### src/common/sup_cmd_defines.svh
// Shared constants of the supervisor settings command parser.
// Assumes ASCII byte streams and a 32-bit register port.
`ifndef SUP_CMD_DEFINES_SVH
`define SUP_CMD_DEFINES_SVH
`define CH_CR 8'h0d
`define CH_LF 8'h0a
`define CH_BANG 8'h21
`define CH_COMMA 8'h2c
`define CH_EQ 8'h3d
`define CH_AMP 8'h26
`define CH_ZERO 8'h30
`define CH_ONE 8'h31
`define CH_X 8'h58
`define CH_S 8'h53
`define CH_U 8'h55
`define CH_R 8'h52
`define CH_I 8'h49
`define CH_H 8'h48
`define CH_Y 8'h59
`define CH_N 8'h4e
`define DIGIT_HI 4'h3
`define NAME_TH 16'h5468
`define NAME_VH 16'h5668
`define NAME_VS 16'h5673
`define NAME_VR 16'h5672
`define NAME_ID 16'h4964
`define ITEM_LAST 3'h4
`define ITEM_SUB_LAST 4'h8
`define RXBUF_LEN 6'h20
`define HALF_BITS 5'h08
`define FULL_BITS 5'h10
`define MAX_DIGITS 5'h04
`define DEC_BASE 14'h000a
`define INTV_MIN 14'h0001
`define INTV_MAX 14'h0e10
`define INTV_HEAT 12'h00f
`define MASK_RST 16'hf0c0
`define INTV_RST 12'h00f
`define DIG_RST 16'h0015
`define ADDR_RST 8'h30
`define OFS_ADDR 5'h00
`define OFS_STAT 5'h04
`define OFS_IMASK 5'h08
`define OFS_SET 5'h0c
`define OFS_INTV 5'h10
`define EV_CHANGED 0
`define EV_IGNORED 1
`define EV_OVERFLOW 2
`endif

### src/common/sup_cmd_pkg.sv
// Types of the supervisor settings command parser.
// Assumes the constants header is compiled alongside.
package sup_cmd_pkg;
  typedef enum logic [2:0] {
    ST_RECV, ST_HEAD, ST_PARSE, ST_ECHO, ST_QRY, ST_COMP, ST_SEND
  } state_t;
  typedef enum logic [1:0] {HEAT_OFF, HEAT_HALF, HEAT_FULL} heat_level_t;
  typedef struct packed {
    logic [3:0][7:0] txt;
    logic [7:0] unit;
  } item_val_t;
  typedef struct packed {
    logic [4:0] addr;
    logic [31:0] wdata;
    logic wr;
    logic rd;
  } reg_bus_t;
endpackage

### src/hdl/supervisor_settings_command_parser.sv
// Supervisor settings command parser: query, change and composite reply.
// Assumes byte streams from a UART on the same clock; registers over a plain port.
// How it works
// RULE1: A query is the address and the settings letters, X-prefixed and ended by ! in SDI-12.
// RULE2: A query reply echoes address and command, then R=, I=, S=, H= fields and CR LF.
// RULE3: The parameter selection is a 16-bit mask where one includes and zero excludes.
// RULE4: Mask bits 1-8 select the five supervisor items for the supervisor message.
// RULE5: Mask bits 9-16 select the same items for the composite message, halves split by &.
// RULE6: The interval accepts 1 to 3600 s and is forced to 15 s while heating is enabled.
// RULE7: The error-messaging flag is set by Y and cleared by N.
// RULE8: Heating flag Y allows full or half power, N keeps the heater off.
// RULE9: A change command carries any of R, I, S, H and is echoed in ASCII and NMEA.
// RULE10: In SDI-12 a change is acknowledged by the address and CR LF only.
// RULE11: A mask value starting with & changes bits 9-16 only; the echo shows all 16.
// RULE12: The composite reply holds every item whose composite selection bit is set.
// RULE13: The composite reply is address, code, name=value items with units, CR LF.
// RULE14: Commands carrying another device address are dropped without a reply.
`timescale 1ns/1ps
`include "sup_cmd_defines.svh"
module supervisor_settings_command_parser
  import sup_cmd_pkg::*;
(
  input wire logic core_clk_in,
  input wire logic srst_in,
  input wire logic rx_valid_in,
  input wire logic [7:0] rx_data_in,
  output logic rx_ready_out,
  output logic tx_valid_out,
  output logic [7:0] tx_data_out,
  input wire logic tx_ready_in,
  input wire item_val_t [4:0] sup_items_in,
  input wire logic heat_full_req_in,
  input wire reg_bus_t reg_bus_in,
  output logic [31:0] reg_rdata_out,
  output logic irq_out,
  output logic [4:0] sup_msg_sel_out,
  output logic [4:0] comp_sel_out,
  output logic [11:0] interval_out,
  output logic err_msg_en_out,
  output heat_level_t heat_level_out
);
  function automatic logic [7:0] yn_char(input logic b);
    return b ? `CH_Y : `CH_N;
  endfunction
  function automatic logic is_dec(input logic [7:0] ch);
    return ch >= `CH_ZERO && ch <= (`CH_ZERO + 8'h09);
  endfunction
  function automatic logic [15:0] item_name(input logic [2:0] i);
    case (i)
      3'h0: return `NAME_TH;
      3'h1: return `NAME_VH;
      3'h2: return `NAME_VS;
      3'h3: return `NAME_VR;
      default: return `NAME_ID;
    endcase
  endfunction

  logic [7:0] addr_ff, nxt_addr;
  logic [7:0] rbuf_ff [32];
  logic [7:0] obuf_ff [64];
  state_t state_ff, nxt_state;
  logic [5:0] len_ff, nxt_len, p_ff, nxt_p;
  logic [6:0] k_ff, nxt_k, olen_ff, nxt_olen, rdp_ff, nxt_rdp;
  logic sdi_ff, nxt_sdi, amp_ff, nxt_amp;
  logic [7:0] fld_ff, nxt_fld, txd_ff, nxt_txd;
  logic [4:0] dc_ff, nxt_dc, pre_ff, nxt_pre;
  logic [15:0] tmp_ff, nxt_tmp, tdig_ff, nxt_tdig, pm_ff, nxt_pm, pd_ff, nxt_pd;
  logic [13:0] acc_ff, nxt_acc;
  logic [11:0] pi_ff, nxt_pi, intv_ff, nxt_intv;
  logic ps_ff, nxt_ps, ph_ff, nxt_ph, s_ff, nxt_s, h_ff, nxt_h;
  logic [15:0] mask_ff, nxt_mask, dig_ff, nxt_dig;
  logic [2:0] it_ff, nxt_it;
  logic [3:0] sub_ff, nxt_sub;
  logic rb_we, ob_we, emit, bad, fmt_done, ev_chg, ev_ign, ev_ovf;
  logic [7:0] ch, c, c1;
  logic [4:0] h0, h1, h2;
  item_val_t itm;
  logic [15:0] nm;

  always_comb
  begin
    nxt_state = state_ff; nxt_len = len_ff; nxt_p = p_ff; nxt_k = k_ff;
    nxt_olen = olen_ff; nxt_rdp = rdp_ff; nxt_sdi = sdi_ff; nxt_amp = amp_ff;
    nxt_fld = fld_ff; nxt_txd = txd_ff; nxt_dc = dc_ff; nxt_pre = pre_ff;
    nxt_tmp = tmp_ff; nxt_tdig = tdig_ff; nxt_acc = acc_ff; nxt_pm = pm_ff;
    nxt_pd = pd_ff; nxt_pi = pi_ff; nxt_ps = ps_ff; nxt_ph = ph_ff;
    nxt_mask = mask_ff; nxt_dig = dig_ff; nxt_intv = intv_ff; nxt_s = s_ff;
    nxt_h = h_ff; nxt_it = it_ff; nxt_sub = sub_ff;
    rb_we = 1'b0; emit = 1'b0; bad = 1'b0; fmt_done = 1'b0; ch = `CH_LF;
    ev_chg = 1'b0; ev_ign = 1'b0; ev_ovf = 1'b0;
    h0 = sdi_ff ? 5'h02 : 5'h01;
    h1 = h0 + 5'h01;
    h2 = h0 + 5'h02;
    // Past the last stored byte the value ends as if a comma followed
    c = (p_ff < len_ff) ? rbuf_ff[p_ff[4:0]] : `CH_COMMA;
    c1 = rbuf_ff[5'(p_ff[4:0] + 5'h01)];
    itm = sup_items_in[it_ff];
    nm = item_name(it_ff);
    case (state_ff)
      ST_RECV:
      begin
        if (rx_valid_in && (rx_data_in == `CH_LF || rx_data_in == `CH_BANG))
        begin
          // An overflowed line ends here and is never decoded
          if (len_ff > `RXBUF_LEN)
            nxt_len = 6'h00;
          else
          begin
            nxt_sdi = (rx_data_in == `CH_BANG); // RULE1
            nxt_state = ST_HEAD;
          end
        end
        else if (rx_valid_in && rx_data_in != `CH_CR)
        begin
          // A line too long for the buffer is dropped whole
          if (len_ff >= `RXBUF_LEN)
          begin
            ev_ovf = (len_ff == `RXBUF_LEN);
            nxt_len = `RXBUF_LEN + 6'h01;
          end
          else
          begin
            rb_we = 1'b1;
            nxt_len = len_ff + 6'h01;
          end
        end
      end
      ST_HEAD:
      begin
        nxt_k = 7'h00;
        nxt_olen = 7'h00;
        nxt_it = 3'h0;
        nxt_sub = 4'h0;
        if (len_ff == 6'h00 || rbuf_ff[0] != addr_ff) // RULE14
          bad = 1'b1;
        else if (sdi_ff && rbuf_ff[1] != `CH_X) // RULE1
          bad = 1'b1;
        else if (rbuf_ff[h0] == `CH_S && rbuf_ff[h1] == `CH_U)
        begin
          if (len_ff == {1'b0, h2}) // RULE1
            nxt_state = ST_QRY;
          else if (rbuf_ff[h2] == `CH_COMMA) // RULE9
          begin
            nxt_p = {1'b0, h2} + 6'h01;
            nxt_fld = 8'h00;
            nxt_pm = mask_ff; nxt_pi = intv_ff; nxt_pd = dig_ff;
            nxt_ps = s_ff; nxt_ph = h_ff;
            nxt_state = ST_PARSE;
          end
          else
            bad = 1'b1;
        end
        else if (rbuf_ff[h0] == `CH_R && rbuf_ff[h1] == `CH_ZERO && len_ff == {1'b0, h2})
          nxt_state = ST_COMP;
        else
          bad = 1'b1;
      end
      ST_PARSE:
      begin
        if (fld_ff == 8'h00)
        begin
          if (p_ff + 6'h01 < len_ff && c1 == `CH_EQ &&
              (c == `CH_R || c == `CH_I || c == `CH_S || c == `CH_H)) // RULE9
          begin
            nxt_fld = c; nxt_p = p_ff + 6'h02; nxt_dc = 5'h00; nxt_pre = 5'h00;
            nxt_amp = 1'b0; nxt_tmp = 16'h0000; nxt_acc = 14'h0000; nxt_tdig = 16'h0000;
          end
          else
            bad = 1'b1;
        end
        else if (c == `CH_COMMA)
        begin
          case (fld_ff)
            `CH_R:
              if (dc_ff == `FULL_BITS && (!amp_ff || pre_ff == `HALF_BITS))
                nxt_pm = tmp_ff; // RULE3
              else if (amp_ff && pre_ff == 5'h00 && dc_ff == `HALF_BITS)
                nxt_pm = {pm_ff[15:8], tmp_ff[7:0]}; // RULE11
              else
                bad = 1'b1;
            `CH_I:
              if (dc_ff != 5'h00 && acc_ff >= `INTV_MIN && acc_ff <= `INTV_MAX) // RULE6
              begin
                nxt_pi = acc_ff[11:0];
                nxt_pd = tdig_ff;
              end
              else
                bad = 1'b1;
            `CH_S:
              if (dc_ff != 5'h00) nxt_ps = tmp_ff[0]; else bad = 1'b1; // RULE7
            default:
              if (dc_ff != 5'h00) nxt_ph = tmp_ff[0]; else bad = 1'b1; // RULE8
          endcase
          if (p_ff >= len_ff && !bad)
          begin
            // Settings change only once the whole command has parsed cleanly
            nxt_mask = nxt_pm; nxt_intv = nxt_pi; nxt_dig = nxt_pd;
            nxt_s = nxt_ps; nxt_h = nxt_ph; ev_chg = 1'b1;
            nxt_state = ST_ECHO;
          end
          nxt_fld = 8'h00;
          nxt_p = p_ff + 6'h01;
        end
        else
        begin
          nxt_p = p_ff + 6'h01;
          case (fld_ff)
            `CH_R:
              if (c == `CH_AMP && !amp_ff) // RULE5
              begin
                nxt_amp = 1'b1;
                nxt_pre = dc_ff;
              end
              else if ((c == `CH_ZERO || c == `CH_ONE) && dc_ff < `FULL_BITS)
              begin
                nxt_tmp = {tmp_ff[14:0], c[0]};
                nxt_dc = dc_ff + 5'h01;
              end
              else
                bad = 1'b1;
            `CH_I:
              if (is_dec(c) && dc_ff < `MAX_DIGITS)
              begin
                nxt_acc = 14'(acc_ff * `DEC_BASE + {10'h000, c[3:0]});
                nxt_tdig = {tdig_ff[11:0], c[3:0]};
                nxt_dc = dc_ff + 5'h01;
              end
              else
                bad = 1'b1;
            default:
              if ((c == `CH_Y || c == `CH_N) && dc_ff == 5'h00) // RULE7
              begin
                nxt_tmp = {15'h0000, c == `CH_Y};
                nxt_dc = 5'h01;
              end
              else
                bad = 1'b1;
          endcase
        end
      end
      ST_ECHO:
      begin
        emit = 1'b1;
        nxt_k = k_ff + 7'h01;
        // SDI-12 acknowledges with the address alone
        if (k_ff < (sdi_ff ? 7'h01 : {1'b0, len_ff})) // RULE9 RULE10
        begin
          ch = rbuf_ff[k_ff[4:0]];
          // A short mask form is echoed with the kept upper half spelt out
          if (!sdi_ff && ch == `CH_AMP && rbuf_ff[5'(k_ff[4:0] - 5'h01)] == `CH_EQ &&
              {1'b0, sub_ff} != `HALF_BITS) // RULE11
          begin
            ch = mask_ff[4'(4'hf - sub_ff)] ? `CH_ONE : `CH_ZERO;
            nxt_sub = sub_ff + 4'h1;
            nxt_k = k_ff;
          end
          else
            nxt_sub = 4'h0;
        end
        else if (k_ff == (sdi_ff ? 7'h01 : {1'b0, len_ff}))
          ch = `CH_CR;
        else
          fmt_done = 1'b1;
      end
      ST_QRY:
      begin
        emit = 1'b1;
        nxt_k = k_ff + 7'h01;
        case (k_ff) // RULE2
          7'd0: ch = addr_ff;
          7'd1: begin ch = `CH_X; emit = sdi_ff; end
          7'd2, 7'd32: ch = `CH_S;
          7'd3: ch = `CH_U;
          7'd4, 7'd24, 7'd31, 7'd35: ch = `CH_COMMA;
          7'd5: ch = `CH_R;
          7'd6, 7'd26, 7'd33, 7'd37: ch = `CH_EQ;
          7'd15: ch = `CH_AMP; // RULE5
          7'd25: ch = `CH_I;
          7'd27: begin ch = {`DIGIT_HI, dig_ff[15:12]}; emit = |dig_ff[15:12]; end
          7'd28: begin ch = {`DIGIT_HI, dig_ff[11:8]}; emit = |dig_ff[15:8]; end
          7'd29: begin ch = {`DIGIT_HI, dig_ff[7:4]}; emit = |dig_ff[15:4]; end
          7'd30: ch = {`DIGIT_HI, dig_ff[3:0]};
          7'd34: ch = yn_char(s_ff);
          7'd36: ch = `CH_H;
          7'd38: ch = yn_char(h_ff);
          7'd39: ch = `CH_CR;
          7'd40: fmt_done = 1'b1;
          default:
            if (k_ff < 7'd15)
              ch = mask_ff[4'(7'd22 - k_ff)] ? `CH_ONE : `CH_ZERO;
            else
              ch = mask_ff[4'(7'd23 - k_ff)] ? `CH_ONE : `CH_ZERO;
        endcase
      end
      ST_COMP:
      begin
        if (k_ff < 7'h03) // RULE13
        begin
          emit = 1'b1;
          nxt_k = k_ff + 7'h01;
          ch = (k_ff == 7'h00) ? addr_ff : (k_ff == 7'h01) ? `CH_R : `CH_ZERO;
        end
        else if (it_ff > `ITEM_LAST)
        begin
          emit = 1'b1;
          nxt_sub = sub_ff + 4'h1;
          ch = (sub_ff == 4'h0) ? `CH_CR : `CH_LF;
          fmt_done = (sub_ff != 4'h0);
        end
        else if (!mask_ff[3'(`ITEM_LAST + 3'h3 - it_ff)]) // RULE12
          nxt_it = it_ff + 3'h1;
        else
        begin
          emit = 1'b1;
          nxt_sub = (sub_ff == `ITEM_SUB_LAST) ? 4'h0 : sub_ff + 4'h1;
          nxt_it = (sub_ff == `ITEM_SUB_LAST) ? it_ff + 3'h1 : it_ff;
          case (sub_ff) // RULE13
            4'h0: ch = `CH_COMMA;
            4'h1: ch = nm[15:8];
            4'h2: ch = nm[7:0];
            4'h3: ch = `CH_EQ;
            4'h8: ch = itm.unit;
            default: ch = itm.txt[2'(4'h7 - sub_ff)];
          endcase
          emit = (ch != 8'h00);
        end
      end
      ST_SEND:
        if (tx_ready_in)
        begin
          if (rdp_ff == olen_ff - 7'h01)
          begin
            nxt_state = ST_RECV;
            nxt_len = 6'h00;
          end
          nxt_rdp = rdp_ff + 7'h01;
          nxt_txd = obuf_ff[6'(rdp_ff + 7'h01)];
        end
      default:
        nxt_state = ST_RECV;
    endcase
    if (emit)
      nxt_olen = olen_ff + 7'h01;
    if (fmt_done)
    begin
      nxt_state = ST_SEND;
      nxt_rdp = 7'h00;
      nxt_txd = obuf_ff[0];
    end
    if (bad)
    begin
      ev_ign = 1'b1;
      nxt_len = 6'h00;
      nxt_state = ST_RECV;
    end
  end

  always_ff @(posedge core_clk_in)
  begin
    if (rb_we) rbuf_ff[len_ff[4:0]] <= rx_data_in;
    if (emit) obuf_ff[olen_ff[5:0]] <= ch;
    if (srst_in)
    begin
      state_ff <= ST_RECV; len_ff <= 6'h00; p_ff <= 6'h00; k_ff <= 7'h00;
      olen_ff <= 7'h00; rdp_ff <= 7'h00; sdi_ff <= 1'b0; amp_ff <= 1'b0;
      fld_ff <= 8'h00; txd_ff <= 8'h00; dc_ff <= 5'h00; pre_ff <= 5'h00;
      tmp_ff <= 16'h0000; tdig_ff <= 16'h0000; acc_ff <= 14'h0000; pm_ff <= `MASK_RST;
      pd_ff <= `DIG_RST; pi_ff <= `INTV_RST; ps_ff <= 1'b1; ph_ff <= 1'b1;
      mask_ff <= `MASK_RST; dig_ff <= `DIG_RST; intv_ff <= `INTV_RST; s_ff <= 1'b1;
      h_ff <= 1'b1; it_ff <= 3'h0; sub_ff <= 4'h0;
    end
    else
    begin
      state_ff <= nxt_state; len_ff <= nxt_len; p_ff <= nxt_p; k_ff <= nxt_k;
      olen_ff <= nxt_olen; rdp_ff <= nxt_rdp; sdi_ff <= nxt_sdi; amp_ff <= nxt_amp;
      fld_ff <= nxt_fld; txd_ff <= nxt_txd; dc_ff <= nxt_dc; pre_ff <= nxt_pre;
      tmp_ff <= nxt_tmp; tdig_ff <= nxt_tdig; acc_ff <= nxt_acc; pm_ff <= nxt_pm;
      pd_ff <= nxt_pd; pi_ff <= nxt_pi; ps_ff <= nxt_ps; ph_ff <= nxt_ph;
      mask_ff <= nxt_mask; dig_ff <= nxt_dig; intv_ff <= nxt_intv; s_ff <= nxt_s;
      h_ff <= nxt_h; it_ff <= nxt_it; sub_ff <= nxt_sub;
    end
  end

  logic [2:0] stat_ff, nxt_stat, imask_ff, nxt_imask;
  logic [31:0] rdata_ff, nxt_rdata;
  logic [11:0] ieff_ff, nxt_ieff;
  heat_level_t heat_ff, nxt_heat;

  always_comb
  begin
    nxt_addr = addr_ff;
    nxt_imask = imask_ff;
    nxt_stat = stat_ff;
    nxt_rdata = 32'h0000_0000;
    if (reg_bus_in.wr && reg_bus_in.addr == `OFS_ADDR)
      nxt_addr = reg_bus_in.wdata[7:0];
    if (reg_bus_in.wr && reg_bus_in.addr == `OFS_IMASK)
      nxt_imask = reg_bus_in.wdata[2:0];
    if (reg_bus_in.wr && reg_bus_in.addr == `OFS_STAT)
      nxt_stat = stat_ff & ~reg_bus_in.wdata[2:0];
    // New events are ORed in last so a set in the clearing cycle survives
    nxt_stat[`EV_CHANGED] = nxt_stat[`EV_CHANGED] | ev_chg;
    nxt_stat[`EV_IGNORED] = nxt_stat[`EV_IGNORED] | ev_ign;
    nxt_stat[`EV_OVERFLOW] = nxt_stat[`EV_OVERFLOW] | ev_ovf;
    if (reg_bus_in.rd)
      case (reg_bus_in.addr)
        `OFS_ADDR: nxt_rdata = {24'h000000, addr_ff};
        `OFS_STAT: nxt_rdata = {29'h00000000, stat_ff};
        `OFS_IMASK: nxt_rdata = {29'h00000000, imask_ff};
        `OFS_SET: nxt_rdata = {14'h0000, h_ff, s_ff, mask_ff};
        `OFS_INTV: nxt_rdata = {20'h00000, intv_ff};
        default: nxt_rdata = 32'h0000_0000;
      endcase
    nxt_ieff = h_ff ? `INTV_HEAT : intv_ff; // RULE6
    nxt_heat = !h_ff ? HEAT_OFF : heat_full_req_in ? HEAT_FULL : HEAT_HALF; // RULE8
  end

  always_ff @(posedge core_clk_in)
  begin
    if (srst_in)
    begin
      addr_ff <= `ADDR_RST; stat_ff <= 3'h0; imask_ff <= 3'h0;
      rdata_ff <= 32'h0000_0000; ieff_ff <= `INTV_HEAT; heat_ff <= HEAT_OFF;
    end
    else
    begin
      addr_ff <= nxt_addr; stat_ff <= nxt_stat; imask_ff <= nxt_imask;
      rdata_ff <= nxt_rdata; ieff_ff <= nxt_ieff; heat_ff <= nxt_heat;
    end
  end

  assign rx_ready_out = (state_ff == ST_RECV);
  assign tx_valid_out = (state_ff == ST_SEND);
  assign tx_data_out = txd_ff;
  assign reg_rdata_out = rdata_ff;
  assign irq_out = |(stat_ff & imask_ff);
  assign sup_msg_sel_out = mask_ff[15:11]; // RULE4
  assign comp_sel_out = mask_ff[7:3]; // RULE5
  assign interval_out = ieff_ff;
  assign err_msg_en_out = s_ff; // RULE7
  assign heat_level_out = heat_ff;
endmodule

### config.mk
export PLATFORM = sky130hd
export DESIGN_NAME = supervisor_settings_command_parser
export DESIGN_NICKNAME = d
export VERILOG_FILES = /design/src/common/sup_cmd_pkg.sv /design/src/hdl/supervisor_settings_command_parser.sv
export VERILOG_INCLUDE_DIRS = /design/src /design/src/common
export SDC_FILE = /design/constraint.sdc
export NUM_CORES = 2
export LEC_CHECK = 0
export BUFFER_PORTS_ARGS = -buffer_cell sky130_fd_sc_hd__buf_2
export CAP_MARGIN = 5
export CELL_PAD_IN_SITES_DETAIL_PLACEMENT = 0
export CELL_PAD_IN_SITES_GLOBAL_PLACEMENT = 1
export CORE_ASPECT_RATIO = 1.5
export CORE_MARGIN = 3
export CORE_UTILIZATION = 55
export DETAILED_ROUTE_END_ITERATION = 10
export HOLD_SLACK_MARGIN = 0.02
export PLACE_DENSITY = 0.95
export SLEW_MARGIN = 5
export SYNTH_ARGS = -nofsm -noshare
export SYNTH_HDL_FRONTEND = slang
export SYNTH_SLANG_ARGS = --single-unit
### constraint.sdc
create_clock -name core_clk_in -period 16.6 [get_ports core_clk_in]
set_clock_uncertainty 0.1 [all_clocks]
set_input_delay 0.83 -clock core_clk_in [delete_from_list [all_inputs] [get_ports core_clk_in]]
set_output_delay 0.83 -clock core_clk_in [all_outputs]
set_load 0.01 [all_outputs]
==> out/qor.txt <==
Largest net degree at the start of global routing -> 82
Worst skew pair latency -> 0.74 ns
Avg Inst Size Synth -> 13.6 sq um
Final RePlAce weighted congestion -> 1.04
DRT Wirelength -> 159000 um
Crit-path max FO -> 52
Multi-input gate area -> 20500 sq um
Sequential cell area fraction in the yosys report -> 56.4%
Combinational Power Share -> 2.4%
Hold Path Sink -> heat_level_out[0]
Die W -> 253 um
DRT iter0 DRCs -> 4489
Reg2Reg Depth -> 12
Maxcap violations -> 0
Tcrit/Tclk final -> 35.9%
Final slew viol count -> 0
Total gr overflow -> 0
Clk buf depth -> 3
I/O pin total -> 320
P_sw -> 1.09 mW
Hold Startpoint -> heat_full_req_in
Synth-to-layout area growth -> 11.5%
First-pass GRT wire length -> 233000 um
Tmin final -> 5.96 ns
Final #Nets -> 4188
Die Ht -> 376 um
Wire per inst -> 31.0 um
Data arrival time of the worst path -> 6.44 ns
Setup WS pre-CTS -> 10.75 ns
Synth cell types -> 88
Final setup vio count -> 0
Reg area -> 28400 sq um
Run status -> completed
R2r endpoint -> pd_ff[4]
Initial antenna violation count -> 12
PD cells -> 93.5 nW/um^2
IO Port Bufs -> 281
Slew HR -> 13.8%
Power, Total -> 5.24 mW
Leakage power -> 17.5 nW
Reg-to-reg slack, setup -> 10.64 ns
Initial core utilization -> 55.5%
Hold Path Stages -> 2
Crit. End Element -> flop
WP data required -> 17.08 ns
Vias in the first global route -> 35085
Die footprint -> 95100 sq um
Peak supply drop -> 0.103 mV
Vias post-DR -> 35799
Switching Share -> 20.9%
Layout cells sized above 1 -> 23.9%
Yosys Warn Count -> 0
Min-delay worst type -> in -> reg
Synth Register Bits -> 1032
Utilization after layout -> 61.8%
Sum Neg Setup Slack -> 0 ns
Max H-tree Level -> 3
CTS root buffer -> clkbuf_16
Post-DR vias/cell -> 6.99
Slew @ Worst Pin -> 1.28 ns
Hold Slack -> 0.214 ns
Post-CTS setup buffers -> 0
CTS tree -> built
Remaining DRCs -> 0
Placeable Area -> 90500 sq um
Post-synth EDFFs -> 768
Synth Flop Type -> edfxtp_1
Post-DP HPWL -> 109000 um
RSZ-0062 raised after global routing -> no
GRT Overall Usage -> 33.2%
Post-synth ARST share -> 0%
Commonest cells after routing, fill and taps aside -> 768 x edfxtp_1, 357 x mux4_2, 306 x nor2_1
Fill count -> 6627
Int Power -> 4.14 mW
Routed Antenna Nets -> 0
Hold Buf Count CTS -> 0
Fin. Hold Viols -> 0
Post_cts resized -> 0
Most common cell after layout, fill and taps aside -> edfxtp_1
Setup slack after layout -> 10.64 ns
Peak Freq -> 168 MHz
Clock transition at path regs -> 0.06 ns
Cells after synthesis -> 3695
Clock power frac -> 45.0%
Total iterations of the first detailed-routing run -> 6
Startpoint Class -> flop
Row count -> 135
Post-synth design cell area -> 50200 sq um
Sequential cell fraction of total power -> 52.6%
Clk sinks -> 1032
Number of buffers created by CTS -> 93
Crit Path Category -> reg -> reg
## sequential cells by signal (all words and copies together), names as in the netlist, 12 cells and up, named ones only
signal         count
acc_ff            13
dig_ff            16
interval_out      12
intv_ff           12
mask_ff           16
obuf_ff          512
pd_ff             16
pi_ff             12
pm_ff             16
rbuf_ff          256
reg_rdata_out     18
tdig_ff           16
tmp_ff            16
## critical path: stages, from the launching register on
cell and delay, ns:
dfxtp_4 0.56, buf_4 0.72, mux4_2 0.60, a22o_1 0.25, a221oi_1 0.58, a21oi_1 0.18
a211o_1 0.39, o31ai_1 0.67, nor2b_4 0.26, buf_4 0.53, o21ai_2 0.24, buf_4 0.29
a221o_1 0.37
## Yosys cell counts (13+ instances only)
master	count	share of area, %
o21ai_0	102	1.0
a211o_1	22	0.38
a211oi_1	27	0.40
a221o_1	20	0.40
mux4_2	357	16
buf_2	34	0.34
nand2b_1	49	0.61
dfxtp_1	264	11
nand4b_1	30	0.52
edfxtp_1	768	46
o221ai_1	17	0.30
and2_1	31	0.39
ha_1	65	1.6
xor2_1	21	0.37
or4_1	13	0.19
nor3b_1	13	0.19
nor2b_1	27	0.34
xnor2_1	39	0.68
clkbuf_1	189	1.4
buf_1	26	0.19
a31oi_1	14	0.17
a311oi_1	27	0.47
nor2_1	306	2.3
a221oi_1	45	0.78
nand4_1	35	0.44
a21oi_1	133	1.3
a22oi_1	54	0.81
nand2_1	255	1.9
inv_1	86	0.64
or3_1	52	0.65
and3_1	21	0.26
a21o_1	15	0.22
o22ai_1	15	0.19
or2_2	20	0.25
nor3_1	44	0.44
nand3_1	97	0.97
mux2_2	21	0.47
mux2i_1	89	1.8
o211ai_1	23	0.34
buf_4	26	0.39
nor4_1	38	0.47
a22o_1	13	0.23
## final cells by class
cell class,instances,share of cell area [%]
clock inverter,68,1.73
sequential,1032,50.7
timing repair buffer,346,3.39
tap,1164,2.60
inverter,91,0.610
clock buffer,106,4.32
antenna,11,0.0492
multi-input combinational,2305,36.6
## power by group through the flow
| stage | Clock, mW | Combinational [mW] | Sequential [mW] |
|---|---|---|---|
| 6_report | 2.36 | 0.126 | 2.75 |
| 5_1_grt | 2.47 | 0.133 | 2.75 |
| 4_1_cts | 2.37 | 0.124 | 2.75 |
| 3_5_place_dp | 0 | 0.123 | 2.81 |
| 3_3_place_gp | 0 | 0.121 | 2.81 |
| 2_1_floorplan | 0 | 0.0595 | 2.81 |
## layer usage
metal	GRT usage (%)	wire length [um]
met5	0	13
met2	56.3	78700
met4	21.9	12500
met3	6.29	14600
met1	38.7	52700
## cell families after synthesis
kind of cell	after synthesis	synth area share, %
and+or+nand+nor	1075	10.7
DFF	1032	56.4
AOI/OAI and AO/OA	622	8.76
muxes	467	18.2
buffers and inverters	371	3.13
adders and majority gates	67	1.70
xor gates and xnor gates	60	1.05
other	1	0.00746
## how the worst max path moves through the flow
stage,start,cells past startpoint,end,slack (ns)
after floorplan,flop,11,obuf_ff[0][1],10.05
after global placement,flop,12,pi_ff[0],10.77
after detailed placement,flop,12,pi_ff[2],10.75
after CTS,flop,12,pd_ff[4],10.73
after global routing,flop,12,pd_ff[4],10.40
final,flop,12,pd_ff[4],10.64
## stage by stage
stage / instance area (sq um) / cells
floorplan: 50300 / 3708
global placement: 52600 / 4938
detailed placement: 52600 / 4938
CTS: 56000 / 5112
global route: 56000 / 5119
finish: 56000 / 5123
Note: power is estimated with default switching activity, not from simulation.
